`src/design/rscd_pkg.sv`:
```
// Constants and types for the reset strap configuration loader
//
// Behaviour
// Sample all straps while reset is active, latch them at reset release.
// Pull-ups on ROM data-out and clock straps select SMBus slave mode.
// Pull-down on ROM data-out strap selects UART mode.
// No pull on either strap puts the serial pins first in SPI mode.
// From SPI mode, fall back to I2C bridging when no valid ROM.
// ROM is valid only with the four-character signature at 0xFFFA.
// Never UART with SMBus, UART with SPI, or SMBus with bridging.
// SMBus slave usable only with pin configuration 1, 2, 3 or 6.
// Bridging needs its strap, configuration 1, 2, 3 or 6, and register setup.
// Each port's two disable straps decode 0 as enabled, 1 as disabled.
// Port disabled only if both straps high; also disables its 5 Gbps port.
// Fixed-port strap decodes five resistor settings into 0 to 4 fixed ports.
// Charge-port strap decodes five resistor settings into 0 to 4 charging ports.
// Pin-mode strap decodes six resistor settings into configurations 1 to 6.
// Pin configuration 4, the GPIO mode, is flagged reserved.
// Outside SPI mode, chip-select and data-in pins carry fixed and charge straps.
// Latched and decoded values stay constant until the next reset.
// Decoded values appear only after release; defaults hold during reset.
package rscd_pkg;

  // Pull detected on a serial strap pin
  localparam logic [1:0] PULL_NONE = 2'h0;
  localparam logic [1:0] PULL_UP = 2'h1;
  localparam logic [1:0] PULL_DOWN = 2'h2;

  // Resistor class reported by the strap detector
  localparam logic [2:0] RES_200K_PD = 3'h0;
  localparam logic [2:0] RES_200K_PU = 3'h1;
  localparam logic [2:0] RES_10K_PD = 3'h2;
  localparam logic [2:0] RES_10K_PU = 3'h3;
  localparam logic [2:0] RES_10R_PD = 3'h4;
  localparam logic [2:0] RES_10R_PU = 3'h5;

  // Serial pin modes
  localparam logic [1:0] SER_SPI = 2'h0;
  localparam logic [1:0] SER_SMBUS = 2'h1;
  localparam logic [1:0] SER_I2C = 2'h2;
  localparam logic [1:0] SER_UART = 2'h3;

  // Programmable pin configurations, zero means not yet decoded
  localparam logic [2:0] PIN_NONE = 3'h0;
  localparam logic [2:0] PIN_MIXED = 3'h1;
  localparam logic [2:0] PIN_SWAP = 3'h2;
  localparam logic [2:0] PIN_SPEED = 3'h3;
  localparam logic [2:0] PIN_GPIO = 3'h4;
  localparam logic [2:0] PIN_CHARGE = 3'h5;
  localparam logic [2:0] PIN_UART = 3'h6;

  // Port masks
  localparam int unsigned NUM_PORTS = 4;
  localparam logic [3:0] MASK_NONE = 4'h0;
  localparam logic [3:0] MASK_P1 = 4'h1;
  localparam logic [3:0] MASK_P12 = 4'h3;
  localparam logic [3:0] MASK_P123 = 4'h7;
  localparam logic [3:0] MASK_P1234 = 4'hF;

  // ROM signature check
  localparam logic [15:0] ROM_SIG_ADDR = 16'hFFFA;
  localparam logic [31:0] ROM_SIG = 32'h32444655;
  localparam logic [1:0] SIG_LAST = 2'h3;

  // Timing: ROM answer timeout
  localparam int unsigned CLK_MHZ = 50;
  localparam int unsigned ROM_TIMEOUT_US = 100;
  localparam int unsigned ROM_TIMEOUT_DEF_CYC = ROM_TIMEOUT_US * CLK_MHZ;

  // Loader sequence
  typedef enum logic [1:0] {
    ST_LATCH,
    ST_EVAL,
    ST_ROM,
    ST_DONE
  } rscd_state_type;

endpackage : rscd_pkg

```
`src/design/rscd_cls_if.sv`:
```
// Carrier between the loader and a resistor-class decoder
interface rscd_cls_if;
  logic [2:0] cls;
  logic [3:0] mask;
  modport host (output cls, input mask);
  modport dec (input cls, output mask);
endinterface : rscd_cls_if

```
`src/design/rscd_strap_loader.sv`:
```
// Strap capture, ROM signature check and configuration decode
module rscd_strap_loader
  import rscd_pkg::*;
#(
  parameter int unsigned ROM_TIMEOUT_CYC = ROM_TIMEOUT_DEF_CYC
) (
  // Clock and reset
  input wire logic i_mclk,
  input wire logic i_reset,
  // Detected pulls on the serial strap pins
  input wire logic [1:0] i_rom_data_out_pull,
  input wire logic [1:0] i_rom_clock_pull,
  // Resistor classes on the multi-level straps
  input wire logic [2:0] i_fixed_port_strap,
  input wire logic [2:0] i_charge_port_strap,
  input wire logic [2:0] i_pin_mode_strap,
  // Port disable strap levels
  input wire logic [3:0] i_port_pos_line_disable,
  input wire logic [3:0] i_port_neg_line_disable,
  // ROM reader
  output logic o_rom_read_req,
  output logic [15:0] o_rom_addr,
  input wire logic i_rom_byte_valid,
  input wire logic [7:0] i_rom_byte,
  input wire logic i_rom_error,
  // Hub register setup for bridging
  input wire logic i_bridge_setup_done,
  // Decoded configuration
  output logic o_cfg_valid,
  output logic [1:0] o_serial_mode,
  output logic o_spi_en,
  output logic o_smbus_en,
  output logic o_i2c_bridge_en,
  output logic o_uart_en,
  output logic [3:0] o_port_disable,
  output logic [3:0] o_ss_port_disable,
  output logic [3:0] o_fixed_ports,
  output logic [3:0] o_charge_ports,
  output logic [2:0] o_pin_config,
  output logic o_pin_config_reserved
);

  localparam int unsigned SYNC_W = 21;

  // Synchronised strap bus, free running even during reset
  logic [SYNC_W-1:0] sync1_ff;
  logic [SYNC_W-1:0] sync2_ff;
  // Latched strap levels
  logic [1:0] do_pull_ff;
  logic [1:0] clk_pull_ff;
  logic [2:0] fixed_cls_ff;
  logic [2:0] charge_cls_ff;
  logic [2:0] pin_cls_ff;
  logic [3:0] pos_dis_ff;
  logic [3:0] neg_dis_ff;
  // Sequencer and ROM check
  rscd_state_type state_ff;
  logic [1:0] sig_idx_ff;
  logic [15:0] rom_timer_ff;
  logic sig_ok_ff;
  // Decode results
  logic [1:0] nxt_mode;
  logic [2:0] nxt_pin;
  logic [3:0] nxt_dis;
  logic pin_ok;
  logic sig_byte_ok;
  logic rom_fail;
  logic [7:0] exp_byte;
  logic [1:0] sig_shift;

  rscd_cls_if fixed_if ();
  rscd_cls_if charge_if ();

  // Two flops on every strap input; the strap levels are seen in reset
  always_ff @(posedge i_mclk) begin
    sync1_ff <= {i_rom_data_out_pull, i_rom_clock_pull, i_fixed_port_strap,
                 i_charge_port_strap, i_pin_mode_strap, i_port_pos_line_disable,
                 i_port_neg_line_disable};
    sync2_ff <= sync1_ff;
  end

  // Latch the strap levels on the first edge after reset release
  always_ff @(posedge i_mclk or posedge i_reset) begin
    if (i_reset) begin
      do_pull_ff <= PULL_NONE;
      clk_pull_ff <= PULL_NONE;
      fixed_cls_ff <= RES_200K_PD;
      charge_cls_ff <= RES_200K_PD;
      pin_cls_ff <= RES_200K_PD;
      pos_dis_ff <= MASK_NONE;
      neg_dis_ff <= MASK_NONE;
    end else if (state_ff == ST_LATCH) begin
      do_pull_ff <= sync2_ff[20:19];
      clk_pull_ff <= sync2_ff[18:17];
      fixed_cls_ff <= sync2_ff[16:14];
      charge_cls_ff <= sync2_ff[13:11];
      pin_cls_ff <= sync2_ff[10:8];
      pos_dis_ff <= sync2_ff[7:4];
      neg_dis_ff <= sync2_ff[3:0];
    end
  end

  // Expected signature byte, first character at the lowest address
  assign sig_shift = SIG_LAST - sig_idx_ff;
  assign exp_byte = 8'(ROM_SIG >> {sig_shift, 3'h0});
  assign sig_byte_ok = (i_rom_byte == exp_byte);
  assign rom_fail = i_rom_error || (rom_timer_ff >= 16'(ROM_TIMEOUT_CYC - 1)) ||
                    (i_rom_byte_valid && !sig_byte_ok);

  // Sequencer: latch, classify, optional ROM check, then hold
  always_ff @(posedge i_mclk or posedge i_reset) begin
    if (i_reset) begin
      state_ff <= ST_LATCH;
    end else begin
      case (state_ff)
        ST_LATCH: state_ff <= ST_EVAL;
        ST_EVAL: begin
          if (nxt_mode == SER_SPI) begin
            state_ff <= ST_ROM;
          end else begin
            state_ff <= ST_DONE;
          end
        end
        ST_ROM: begin
          if (rom_fail || (i_rom_byte_valid && sig_idx_ff == SIG_LAST)) begin
            state_ff <= ST_DONE;
          end
        end
        ST_DONE: state_ff <= ST_DONE;
        default: state_ff <= ST_LATCH;
      endcase
    end
  end

  // Signature walk and timeout while the ROM is being read
  always_ff @(posedge i_mclk or posedge i_reset) begin
    if (i_reset) begin
      sig_idx_ff <= 2'h0;
      rom_timer_ff <= 16'h0000;
      sig_ok_ff <= 1'b0;
    end else if (state_ff == ST_ROM) begin
      rom_timer_ff <= rom_timer_ff + 16'h0001;
      if (i_rom_byte_valid && sig_byte_ok) begin
        sig_idx_ff <= sig_idx_ff + 2'h1;
        if (sig_idx_ff == SIG_LAST && !i_rom_error) begin
          sig_ok_ff <= 1'b1;
        end
      end
    end
  end

  // ROM request stands for the whole check at the signature address
  assign o_rom_read_req = (state_ff == ST_ROM);
  always_ff @(posedge i_mclk or posedge i_reset) begin
    if (i_reset) begin
      o_rom_addr <= 16'h0000;
    end else if (state_ff == ST_EVAL) begin
      o_rom_addr <= ROM_SIG_ADDR;
    end
  end

  // Serial mode from the latched pulls; the ROM outcome refines SPI
  always_comb begin
    if (do_pull_ff == PULL_DOWN) begin
      nxt_mode = SER_UART;
    end else if (do_pull_ff == PULL_UP && clk_pull_ff == PULL_UP) begin
      nxt_mode = SER_SMBUS;
    end else if (state_ff == ST_ROM && rom_fail) begin
      nxt_mode = SER_I2C;
    end else begin
      nxt_mode = SER_SPI;
    end
  end

  // Pin configuration from the latched resistor class
  always_comb begin
    case (pin_cls_ff)
      RES_200K_PD: nxt_pin = PIN_MIXED;
      RES_200K_PU: nxt_pin = PIN_SWAP;
      RES_10K_PD: nxt_pin = PIN_SPEED;
      RES_10K_PU: nxt_pin = PIN_GPIO;
      RES_10R_PD: nxt_pin = PIN_CHARGE;
      RES_10R_PU: nxt_pin = PIN_UART;
      default: nxt_pin = PIN_MIXED;
    endcase
  end
  assign pin_ok = (nxt_pin != PIN_GPIO) && (nxt_pin != PIN_CHARGE);

  // Per-port disable needs both line straps high
  for (genvar p = 0; p < NUM_PORTS; p++) begin : g_port
    assign nxt_dis[p] = pos_dis_ff[p] & neg_dis_ff[p];
  end

  // Multi-level straps that share the ROM select and data-in pins
  assign fixed_if.cls = fixed_cls_ff;
  assign charge_if.cls = charge_cls_ff;
  rscd_cls_dec u_fixed_dec (
    .bus(fixed_if.dec)
  );
  rscd_cls_dec u_charge_dec (
    .bus(charge_if.dec)
  );

  // Publish once on entry to the hold state; defaults stay until then
  always_ff @(posedge i_mclk or posedge i_reset) begin
    if (i_reset) begin
      o_cfg_valid <= 1'b0;
      o_serial_mode <= SER_SPI;
      o_port_disable <= MASK_NONE;
      o_ss_port_disable <= MASK_NONE;
      o_fixed_ports <= MASK_NONE;
      o_charge_ports <= MASK_NONE;
      o_pin_config <= PIN_NONE;
      o_pin_config_reserved <= 1'b0;
    end else if (state_ff != ST_DONE && !o_cfg_valid &&
                 ((state_ff == ST_EVAL && nxt_mode != SER_SPI) ||
                  (state_ff == ST_ROM && (rom_fail ||
                   (i_rom_byte_valid && sig_idx_ff == SIG_LAST))))) begin
      o_cfg_valid <= 1'b1;
      o_serial_mode <= nxt_mode;
      o_port_disable <= nxt_dis;
      o_ss_port_disable <= nxt_dis;
      o_pin_config <= nxt_pin;
      o_pin_config_reserved <= (nxt_pin == PIN_GPIO);
      if (nxt_mode == SER_SPI) begin
        o_fixed_ports <= MASK_NONE;
        o_charge_ports <= MASK_NONE;
      end else begin
        o_fixed_ports <= fixed_if.mask;
        o_charge_ports <= charge_if.mask;
      end
    end
  end

  // Interface enables, one serial function at a time
  always_ff @(posedge i_mclk or posedge i_reset) begin
    if (i_reset) begin
      o_spi_en <= 1'b0;
      o_smbus_en <= 1'b0;
      o_i2c_bridge_en <= 1'b0;
      o_uart_en <= 1'b0;
    end else begin
      o_spi_en <= o_cfg_valid && o_serial_mode == SER_SPI;
      o_uart_en <= o_cfg_valid && o_serial_mode == SER_UART;
      o_smbus_en <= o_cfg_valid && o_serial_mode == SER_SMBUS && pin_ok;
      o_i2c_bridge_en <= o_cfg_valid && o_serial_mode == SER_I2C && pin_ok &&
                         i_bridge_setup_done;
    end
  end
endmodule // rscd_strap_loader

```
`src/design/rscd_cls_dec.sv`:
```
// Resistor class to port-count mask decoder
module rscd_cls_dec
  import rscd_pkg::*;
(
  // Class in, mask out
  rscd_cls_if.dec bus
);

  // Five settings map to 0..4 leading ports; the unused class gives none
  always_comb begin
    case (bus.cls)
      RES_200K_PD: bus.mask = MASK_NONE;
      RES_200K_PU: bus.mask = MASK_P1;
      RES_10K_PD: bus.mask = MASK_P12;
      RES_10K_PU: bus.mask = MASK_P123;
      RES_10R_PD: bus.mask = MASK_P1234;
      default: bus.mask = MASK_NONE;
    endcase
  end

endmodule // rscd_cls_dec

```
`config.mk`:
```
export PLATFORM = sky130hd
export DESIGN_NAME = rscd_strap_loader
export DESIGN_NICKNAME = d
export VERILOG_FILES = /design/src/design/rscd_pkg.sv /design/src/design/rscd_cls_if.sv /design/src/design/rscd_strap_loader.sv /design/src/design/rscd_cls_dec.sv
export SDC_FILE = /design/constraint.sdc
export NUM_CORES = 1
export LEC_CHECK = 0
export BUFFER_PORTS_ARGS = -buffer_cell sky130_fd_sc_hd__buf_2
export CORE_MARGIN = 2
export CORE_UTILIZATION = 55
export CTS_CLUSTER_DIAMETER = 60
export DETAILED_ROUTE_END_ITERATION = 7
export GPL_TIMING_DRIVEN = 0
export HOLD_SLACK_MARGIN = 0.03
export PLACE_DENSITY = 0.8
export SLEW_MARGIN = 20
export SYNTH_ARGS = -nofsm -noshare
export SYNTH_HDL_FRONTEND = slang
export SYNTH_SLANG_ARGS = --single-unit
```
`constraint.sdc`:
```
create_clock -name i_mclk -period 4.2 [get_ports i_mclk]
set_input_delay 0.21 -clock i_mclk [delete_from_list [all_inputs] [get_ports i_mclk]]
set_output_delay 0.21 -clock i_mclk [all_outputs]
set_load 0.02 [all_outputs]
```
# [Yosys cells after proc, flatten, opt, wreduce, memory -nomap -nowiden]
# Cells that the tools add are included.
[word_totals] ff_bits=107 in_bits=34 wordCells=101
[classes] addsub=3 magnitude_cmp=1 eq_ne=29 shift=1 mux=11 n_bitwise=4 reduce_logical=28
[ops] operator="4-bit case mux with 4 select lines" count=2
[ops] operator="30-bit by 5-bit right shift with 8-bit output, first input constant" count=1
[ops] operator="3-bit by 2-bit == test with 1-bit output, second input constant" count=6
[ops] operator="1-bit logical AND" count=17
[ops] operator="16-bit by 1-bit adder with 16-bit output, second input constant" count=1
[ops] operator="16-bit by 13-bit >= comparator with 1-bit output, second input constant" count=1
[ops] operator="3-bit == test, second input constant" count=5
[ops] operator="3-bit case mux with 5 select lines" count=1
[ops] operator="2-bit == test, second input constant" count=6
[ops] operator="3-bit by 1-bit == test with 1-bit output, second input constant" count=3
[ops] operator="2-bit by 1-bit == test with 1-bit output, second input constant" count=4
[ops] operator="8-bit == test" count=1
[ops] operator="2-bit 2-to-1 mux" count=4
[ops] operator="4-bit 2-to-1 mux" count=2
[ops] operator="2-bit case mux with 4 select lines" count=1
[ops] operator="2-bit logical NOT" count=3
[ops] operator="3-bit != test, second input constant" count=2
[ops] operator="1-bit AND" count=4
[ops] operator="1-bit logical OR" count=4
[ops] operator="2-bit by 1-bit adder with 2-bit output, second input constant" count=1
[ops] operator="1-bit logical NOT" count=2
[ops] operator="2-bit by 1-bit != test with 1-bit output, second input constant" count=1
[ops] operator="2-bit != test, second input constant" count=1
[ops] operator="2-bit AND reduction" count=1
[ops] operator="3 further kinds" count=3

# [Depth between registers and ports, before layout]
# Gate-level depths: netlist of run 1.
[logic_depth] depth_word=14 ltp_mapped=8 depth_no_buf=7

# [Cells and area by module]
# A second synthesis of run 1 with hierarchy kept.
[hier_totals] hier_cells=307 hier_area_um2=4002.6
[by_module_without_submodules] mod="rscd_strap_loader" n_inst=1 cells_per_inst=295 area_each_um2=3897.5
[by_module_without_submodules] mod="rscd_cls_dec" n_inst=2 cells_per_inst=6 area_each_um2=52.6

# [Least setup slack after synthesis of run 1]
# No wires, ideal clock.
[synth_path] path_type="register -> register" start="register sig_idx_ff[0]" end="register o_ss_port_disable[0]" setup_ps=130 arrival_time_ps=1866 t_required_ps=4070 path_slack_ps=2204 path_stages_with_launch=9 path_buffers=1 period_less_slack_ps=1996 cell_sequence="dfrtp_1 > inv_1 > ha_1 > xor2_1 > o2111ai_1 > a221oi_4 > o21a_1 > buf_4 > o21ai_0"
[synth_via] elab_chain_len=14 elab_cells_between_ends=18
[synth_lines] element="start, declared" line="rscd_strap_loader.sv:58" source="logic [1:0] sig_idx_ff;"
[synth_lines] element="start signal, assigned" line="rscd_strap_loader.sv:144" source="sig_idx_ff <= sig_idx_ff + 2'h1;"
[synth_lines] element="2-bit subtractor *" line="rscd_strap_loader.sv:104" source="assign sig_shift = SIG_LAST - sig_idx_ff;"
[synth_lines] element="30-bit by 5-bit right shift with 8-bit output *" line="rscd_strap_loader.sv:105" source="assign exp_byte = 8'(ROM_SIG >> {sig_shift, 3'h0});"
[synth_lines] element="via exp_byte[1]" line="rscd_strap_loader.sv:68" source="logic [7:0] exp_byte;"
[synth_lines] element="8-bit == test *" line="rscd_strap_loader.sv:106" source="assign sig_byte_ok = (i_rom_byte == exp_byte);"
[synth_lines] element="1-bit logical NOT *" line="rscd_strap_loader.sv:108" source="(i_rom_byte_valid && !sig_byte_ok);"
[synth_lines] element="1-bit logical AND *" line="rscd_strap_loader.sv:108"
[synth_lines] element="1-bit logical OR *" line="rscd_strap_loader.sv:107" source="assign rom_fail = i_rom_error || (rom_timer_ff >= 16'(ROM_TIMEOUT_CYC - 1)) ||"
[synth_lines] element="1-bit logical AND" line="rscd_strap_loader.sv:168" source="end else if (state_ff == ST_ROM && rom_fail) begin"
[synth_lines] element="2-bit 2-to-1 mux" line="rscd_strap_loader.sv:168"
[synth_lines] element="2-bit 2-to-1 mux" line="rscd_strap_loader.sv:166" source="end else if (do_pull_ff == PULL_UP && clk_pull_ff == PULL_UP) begin"
[synth_lines] element="2-bit 2-to-1 mux" line="rscd_strap_loader.sv:164" source="if (do_pull_ff == PULL_DOWN) begin"
[synth_lines] element="2-bit nonzero test" line="rscd_strap_loader.sv:216" source="((state_ff == ST_EVAL && nxt_mode != SER_SPI) ||"
[synth_lines] element="1-bit logical AND" line="rscd_strap_loader.sv:216"
[synth_lines] element="1-bit logical OR *" line="rscd_strap_loader.sv:216"
[synth_lines] element="1-bit logical AND *" line="rscd_strap_loader.sv:215" source="end else if (state_ff != ST_DONE && !o_cfg_valid &&"
[synth_lines] element="end signal, assigned" line="rscd_strap_loader.sv:222" source="o_ss_port_disable <= nxt_dis;"
[synth_lines] element="end, declared" line="rscd_strap_loader.sv:36" source="output logic [3:0] o_ss_port_disable,"
# Mark *: on every way through the listed nets, which the timed path passes. The rest lies on a longest branch.
# A chain may end at the register's enable or synchronous reset.

# [Final worst setup path of run 1]
[layout_path] start="register sig_idx_ff[0]" end="register o_ss_port_disable[3]"
# Same word-level chain as after synthesis.

==> qor.csv, run 1 <==
stage,metric,value,unit
global_route,All-Layer GR Usage,0.1816,
timing,Slew @ Worst Pin,606.5,ps
finish,Sequential Area,0.002467,mm2
worst_setup_path,CP endpoint kind,flop,
pwr,P_leak,2.264,nW
clock_tree,TritonCTS buffer count,9,
clock_tree,clk_lat worst skew,360,ps
synthesis,Mapped Area,0.003990,mm2
place,PortBufs,75,
worst_setup_path,crit path buf inv count,2,
place,DP HPWL,4780,um
floorplanning,Die Wd,89.18,um
synthesis,#FFs+latches synth,107,
clock_tree,CTS Root Buffer Type,clkbuf_8,
worst_setup_path,Crit Path Max Fanout,10,
timing,post-layout minimum cycle time,2347,ps
clock_tree,Max Root-Sink Buffers,2,
synthesis,Yosys top cell by area,dfrtp_1,
clock_tree,H-tree depth,3,
synthesis,Post-synth EDFFs,0,
synthesis,sequential share of the synthesized area,0.6184,
worst_setup_path,critical-path cell list,"inv_1, ha_1, nor4bb_1, o2111ai_1, a221oi_4, o21a_1, buf_4, o21ai_0",
global_route,number of global-route vias before repair,2484,
pwr,Seq pwr share,0.594,
run,Max-cap violations,0,
timing,fmax,426.0,MHz
finish,share of layout cells above drive strength 1,0.3527,
finish,Area Growth Syn to Fin,24.11,%
finish,multi-input gate area in the final layout,0.001325,mm2
pwr,Sw Share,0.2184,
floorplanning,Initial Utilization,0.5591,
clock_tree,setup bufs post-CTS,0,
routing,DR vias,2642,
routing,drt pass-1 iters,4,
routing,DRT Wirelength,6789,um
place,placed instance area,0.004516,mm2
worst_setup_path,Worst Path Arrival,2580,ps
timing,setup ws final,1853,ps
synthesis,"top cells by area, synth","dfrtp_1, dfxtp_1, mux2_2, buf_4, xor2_1",
pwr,Gate power share,0.034,
synthesis,Syn. warnings,0,
finish,Nets,464,
worst_setup_path,slowest CP cell,dfrtp_1,
floorplanning,Die Area,0.007952,mm2
timing,crit share post-route,0.5589,
worst_setup_path,crit-path leading delay family,compound AO/OA/AOI/OAI gates,
routing,Via density,4.985,
status,run status,completed,
worst_setup_path,startpoint types,flop,
worst_setup_path,"Largest stage delay, worst path",420,ps
floorplanning,Core Footprint,0.007137,mm2
global_route,first-pass GRT wire length,11020,um
floorplanning,chip height,89.18,um
floorplanning,# IOs,78,
clock_tree,TritonCTS clock tree,yes,
min_path,Hold Crit Class,primary input to flop,
pwr,pwr dens,357.6,mW/mm2
timing,count of final setup violators,0,
global_route,pin count of the biggest net entering global routing,44,
timing,Max Slew Vio Count,0,
finish,fill count,535,
timing,final setup TNS,0,ps
synthesis,Mean Syn Cell Area,12.63,um2
pwr,clock share of power,0.371,
timing,Fin. Hold Viols,0,
synthesis,cell count after synthesis,316,
pwr,VDD IR-drop max,0.2722,mV
pwr,switching power,386.7,uW
pwr,cell-internal power,1.384,mW
routing,DRC violations left,0,
routing,post-route ant nets,0,
timing,worst rel slew slack,0.5957,
floorplanning,row cnt,31,
global_route,initial antenna violation count,0,
clock_tree,Clock transition at path regs,100,ps
routing,drt wl/cell,12.81,um
finish,finished layout cell area,0.004952,mm2
synthesis,Synth async-reset ratio,0.6075,
routing,Iteration-0 DRC Markers,108,
place,GP Congestion,0.7836,
worst_setup_path,critical path data required time,4440,ps
synthesis,post-synth cell types,45,
finish,Ant. Diodes,0,
worst_setup_path,Crit Path Class,flop to flop,
timing,post-route clock skew,9.002,ps
global_route,total grt overflow,0,
synthesis,ys flop type,dfrtp_1,
synthesis,Synth top area share,0.4077,
clock_tree,Clock Sink Count,107,
place,DP Worst Slack,1866,ps
timing,RSZ-0062 raised after global routing,no,
[routing by layer]
layer	vias up	routed length (um)	track usage
met3	7	406	0.05448
li1	1310	-	-
met2	62	3280	0.2943
met5	-	0	0
met1	1263	3021	0.2345
met4	0	80	0.06242
[worst paths after layout]
path	from	end	slack, ps	cells after the start
hold / removal	i_bridge_setup_done	o_i2c_bridge_en$_DFF_PP0_	100	3
setup / recovery	sig_idx_ff[0]$_DFFE_PP0P_	o_ss_port_disable[3]$_DFFE_PP0P_	1850	8
setup reg to reg	sig_idx_ff[0]$_DFFE_PP0P_	o_ss_port_disable[3]$_DFFE_PP0P_	1850	8
hold reg to reg	sync1_ff[20]$_DFF_P_	sync2_ff[20]$_DFF_P_	330	0
min in group asynchronous	i_reset	o_pin_config_reserved$_DFFE_PP0P_	350	3
max in group asynchronous	i_reset	rom_timer_ff[15]$_DFFE_PP0P_	3340	4
[flip-flops by register name, summed over array words and instances (netlist names), 3 cells and up]
name	cells
charge_cls_ff	3
sync2_ff	21
o_charge_ports	4
pos_dis_ff	4
o_pin_config	3
pin_cls_ff	3
neg_dis_ff	4
sync1_ff	21
o_fixed_ports	4
fixed_cls_ff	3
o_ss_port_disable	4
rom_timer_ff	16
[stage by stage]
stage	std cells	hold WS, ps	power [mW]	util
2_1_floorplan	317	237.7	1.095	-
3_3_place_gp	491	310.9	1.115	0.6296
3_5_place_dp	492	196.4	1.121	0.6327
4_1_cts	530	89.77	1.789	0.6939
5_1_grt	530	109.0	1.841	0.6939
6_report	530	99.40	1.771	0.6939
[power groups by stage]
stage               combinational, mW  clock, mW  sequential (mW)
floorplan                      0.0223          0             1.07
detailed placement             0.0459          0             1.07
global route                   0.0685      0.717             1.06
CTS                            0.0615      0.675             1.05
global placement               0.0418          0             1.07
finish                         0.0607      0.657             1.05
[synthesized netlist by cell type (2+ instances only)]
cell type and n:
ha_1 4, nand4_1 5, nand2_1 20, and2_1 2, xor2_1 12, nor3_1 2
dfrtp_1 65, nor2_1 16, nor4bb_1 2, clkbuf_1 5, a21oi_1 4, o211ai_1 12
inv_1 6, a22oi_1 3, o2111ai_1 2, o21ai_0 9, buf_4 20, o31ai_1 8
nand3_1 5, xnor2_1 10, nand2b_1 5, buf_2 2, mux2_2 27, nor4_1 2
a221oi_1 2, nor2b_1 4, or2_2 2, a221oi_4 2, dfxtp_1 42
[worst register-to-register path, delay by kind of cell, from the launching register on]
kind | cells | cell delay [ps]
buffers and inverters | 2 | 300
AND/OR/NAND/NOR | 1 | 300
adder cells (fa/ha/maj) | 1 | 180
flip-flops | 1 | 420
AO/OA/AOI/OAI | 4 | 1040
[cell families (layout without fill, tap and decap cells)]
group	count (synthesis)	count (layout)	share of synthesized area
other	1	2	0.0009398
and+or+nand+nor	73	73	0.09658
muxes	27	27	0.07620
AOI/OAI and AO/OA	49	49	0.09659
xor gates and xnor gates	22	22	0.04829
adders and majority gates	4	4	0.01254
buffers and inverters	33	147	0.05049
DFF	107	107	0.6184
[layout make-up]
class	instances	area share
buffer	27	0.03613
multi-input combinational	177	0.2676
clock buffer	10	0.02779
tap	99	0.02501
clock inverter	6	0.01592
sequential	107	0.4982
timing repair buffer	98	0.1243
inverter	6	0.005053
[repair_timing]
item / in CTS / in global routing
resized for setup: 0 / 0
endpoints found under the hold margin: 43 / 0
hold buffers: 22 / 0
[cell usage in the layout (no fill, tap or decap), types with 3 or more instances in the layout]
cell type	instances
xnor2_1	10
nand2b_1	5
dlygate4sd3_1	22
a22oi_1	3
dfrtp_1	65
clkbuf_8	10
a21oi_1	4
clkbuf_1	5
mux2_2	27
inv_1	5
ha_1	4
nor2_1	16
o21ai_0	9
nor2b_1	4
dfxtp_1	42
nand3_1	5
o211ai_1	12
buf_2	77
buf_4	20
xor2_1	12
nand2_1	20
o31ai_1	8
nand4_1	5
Power figures use the tool's default switching activity.
==> inputs of run 2 (changes only) <==
Settings changed: CORE_UTILIZATION 55 to 54, PLACE_DENSITY 0.8 to 0.78.
Clock period 4.2 ns to 2.45 ns, I/O delays scaled along.
==> qor.csv, run 2 (synthesis gave the netlist of run 1 again) <==
stage,metric,value,unit,change
place,DP HPWL,4758,um,-0.46%
routing,DR vias,2626,,-0.61%
routing,Iteration-0 DRC Markers,62,,-43%
min_path,hold path depth,4,,+1
global_route,busiest grt layer,met2,,
pwr,Gate power share,0.037,,+0.003
worst_setup_path,CP endpoint kind,flop,,
pwr,cell-internal power,2.247,mW,+62%
routing,post-route ant nets,0,,unchanged
finish,Post-Route Utilization,0.6873,,-0.006594
global_route,total grt overflow,0,,unchanged
timing,Fin Hold WS,141.8,ps,+42.44 ps
worst_setup_path,Crit Path Class,flop to flop,,
clock_tree,Clock Sink Count,107,,unchanged
place,PortBufs,75,,unchanged
finish,Nets,466,,+0.43%
finish,Area Growth Syn to Fin,24.27,%,
min_path,Hold Startpoint,i_rom_byte_valid,,
worst_setup_path,Crit Path Max Fanout,10,,unchanged
pwr,Sw Share,0.2352,,+0.01680
timing,setup ws final,122.6,ps,-1730 ps
clock_tree,clk_lat worst skew,370,ps,about the same
finish,fill count,562,,+5.0%
status,run status,completed,,
pwr,switching power,691.1,uW,+79%
global_route,met2 usage in global routing,0.3043,,+0.01002
place,DP Worst Slack,75.32,ps,-1790 ps
pwr,total power,2.938,mW,+66%
finish,"commonest non-fill, non-tap cell in the layout",buf_2,,
timing,count of final setup violators,0,,unchanged
clock_tree,H-tree depth,3,,unchanged
timing,Fin. Hold Viols,0,,unchanged
worst_setup_path,critical-path cell list,"ha_1, nor4_1, o2111ai_2, a221oi_4, o21a_2, buf_4, o31ai_1",,
worst_setup_path,worst flop-to-flop path startpoint,sig_idx_ff[0]$_DFFE_PP0P_,,
floorplanning,row cnt,31,,unchanged
clock_tree,TritonCTS buffer count,9,,unchanged
global_route,grt met3 use,0.05700,,+0.002521
pwr,pwr dens,592.6,mW/mm2,+66%
pwr,P_leak,2.262,nW,about the same
routing,drt pass-1 iters,4,,unchanged
pwr,VDD IR-drop max,0.3987,mV,+46%
floorplanning,# IOs,78,,unchanged
global_route,grt met1 use,0.2357,,+0.001194
min_path,Worst Hold End,sig_idx_ff[0]$_DFFE_PP0P_,,
timing,worst rel slew slack,0.5830,,-0.01270
timing,crit share post-route,0.9499,,+0.3910
global_route,All-Layer GR Usage,0.1864,,+0.004778
worst_setup_path,"Largest stage delay, worst path",420,ps,about the same
clock_tree,Clock transition at path regs,100,ps,about the same
pwr,Seq pwr share,0.614,,+0.020
worst_setup_path,crit path buf inv count,1,,-1
global_route,number of global-route vias before repair,2691,,+8.3%
routing,DRC violations left,0,,unchanged
finish,most frequent cells in the layout,"buf_2, dfrtp_1, dfxtp_1",,
place,GP Congestion,0.8182,,+4.4%
worst_setup_path,critical path data required time,2690,ps,-1750 ps
worst_setup_path,Worst Path Arrival,2560,ps,-20 ps
min_path,Hold Crit Class,primary input to flop,,
routing,Via density,4.936,,-0.98%
routing,DRT Wirelength,7001,um,+3.1%
worst_setup_path,R2R cell count,7,,-1
clock_tree,CTS Root Buffer Type,clkbuf_8,,
timing,post-layout minimum cycle time,2327,ps,-20.12 ps
clock_tree,Max Root-Sink Buffers,2,,unchanged
worst_setup_path,slowest CP cell,dfrtp_1,,
worst_setup_path,Reg2Reg Setup Slack,120,ps,-1730 ps
routing,drt wl/cell,13.16,um,+2.7%
floorplanning,Die Wd,89.96,um,+0.88%
finish,Ant. Diodes,0,,unchanged
global_route,initial antenna violation count,0,,unchanged
global_route,pin count of the biggest net entering global routing,44,,unchanged
timing,fmax,429.7,MHz,+0.86%
finish,finished layout cell area,0.004959,mm2,+0.13%
run,Max-cap violations,0,,unchanged
timing,Max Slew Vio Count,0,,unchanged
clock_tree,TritonCTS clock tree,yes,,
floorplanning,chip height,89.96,um,+0.88%
worst_setup_path,startpoint types,flop,,
pwr,clock share of power,0.349,,-0.022
timing,post-route clock skew,15.27,ps,+6.268 ps
global_route,first-pass GRT wire length,12160,um,+10%
worst_setup_path,Crit Reg-Reg Endpoint,o_fixed_ports[3]$_DFFE_PP0P_,,
timing,Slew @ Worst Pin,625.5,ps,+19.05 ps
finish,leading registers by flop count,"sync1_ff (21), sync2_ff (21), rom_timer_ff (16)",,
place,placed instance area,0.004516,mm2,unchanged
floorplanning,Die Area,0.008093,mm2,+1.8%
floorplanning,Initial Utilization,0.5531,,-0.006012
worst_setup_path,crit-path leading delay family,compound AO/OA/AOI/OAI gates,,
finish,share of layout cells above drive strength 1,0.3603,,+0.007609
floorplanning,Core Footprint,0.007214,mm2,+1.1%
[run 2: changes by cell type in the layout (fill, tap and decap cells not counted), sizes merged]
cell / previous run / this run
clkbuf: 15 / 14
buf: 98 / 99
bufinv: 1 / 0
clkinv: 2 / 4
dlygate4sd3: 22 / 23
[run 2: worst min-delay path: stages]
cell and delay [ps]:
buf_2 130, nand2_1 60, nor2_1 60, xnor2_1 110
[run 2: routing by layer]
metal,up-vias,part of all wire
li1,1308,-
met1,1244,0.44
met2,63,0.49
met3,11,0.053
met4,0,0.016
met5,-,0
[run 2: worst max path at each step]
stage / startpoint / end / slack (ps) / cells after the start
global route: sig_idx_ff[0]$_DFFE_PP0P_ / o_fixed_ports[3]$_DFFE_PP0P_ / -30 / 7
global placement: i_reset / charge_cls_ff[0]$_DFFE_PP0N_ / -20 / 2
detailed placement: sig_idx_ff[0]$_DFFE_PP0P_ / o_fixed_ports[3]$_DFFE_PP0P_ / 80 / 8
floorplan: sig_idx_ff[0]$_DFFE_PP0P_ / o_ss_port_disable[0]$_DFFE_PP0P_ / 450 / 8
finish: sig_idx_ff[0]$_DFFE_PP0P_ / o_fixed_ports[3]$_DFFE_PP0P_ / 120 / 7
CTS: sig_idx_ff[0]$_DFFE_PP0P_ / o_fixed_ports[3]$_DFFE_PP0P_ / 60 / 8
[run 2: power by group through the flow]
stage          Clock (mW)  Sequential (mW)  Combinational, mW
2_1_floorplan           0             1.84             0.0383
3_3_place_gp            0             1.84             0.0719
3_5_place_dp            0             1.84             0.0786
4_1_cts              1.06             1.81              0.107
5_1_grt              1.14             1.81              0.122
6_report             1.03             1.80              0.108
[run 2: timing repair]
item	in CTS	in global routing
endpoints found under the hold margin	80	0
setup endpoints to repair	0	16
hold buffers	23	0
resized for setup	0	3
buffers inserted	0	1
[run 2: through the flow]
stage               setup TNS, ps  instances
finish                          0        532
global placement            -1192        491
floorplan                       0        317
CTS                             0        531
global route               -71.19        532
detailed placement              0        492
[run 2: final cells by class]
class,count,area (um2),share of cell area
flip-flops and latches,107,2467,0.4976
multi-input cells,177,1339,0.2700
repair buffers,100,633.1,0.1277
plain buffers,27,178.9,0.03608
clock buffers,9,123.9,0.02498
well taps,99,123.9,0.02498
clock inverters,7,67.56,0.01363
inverters,6,25.02,0.005047
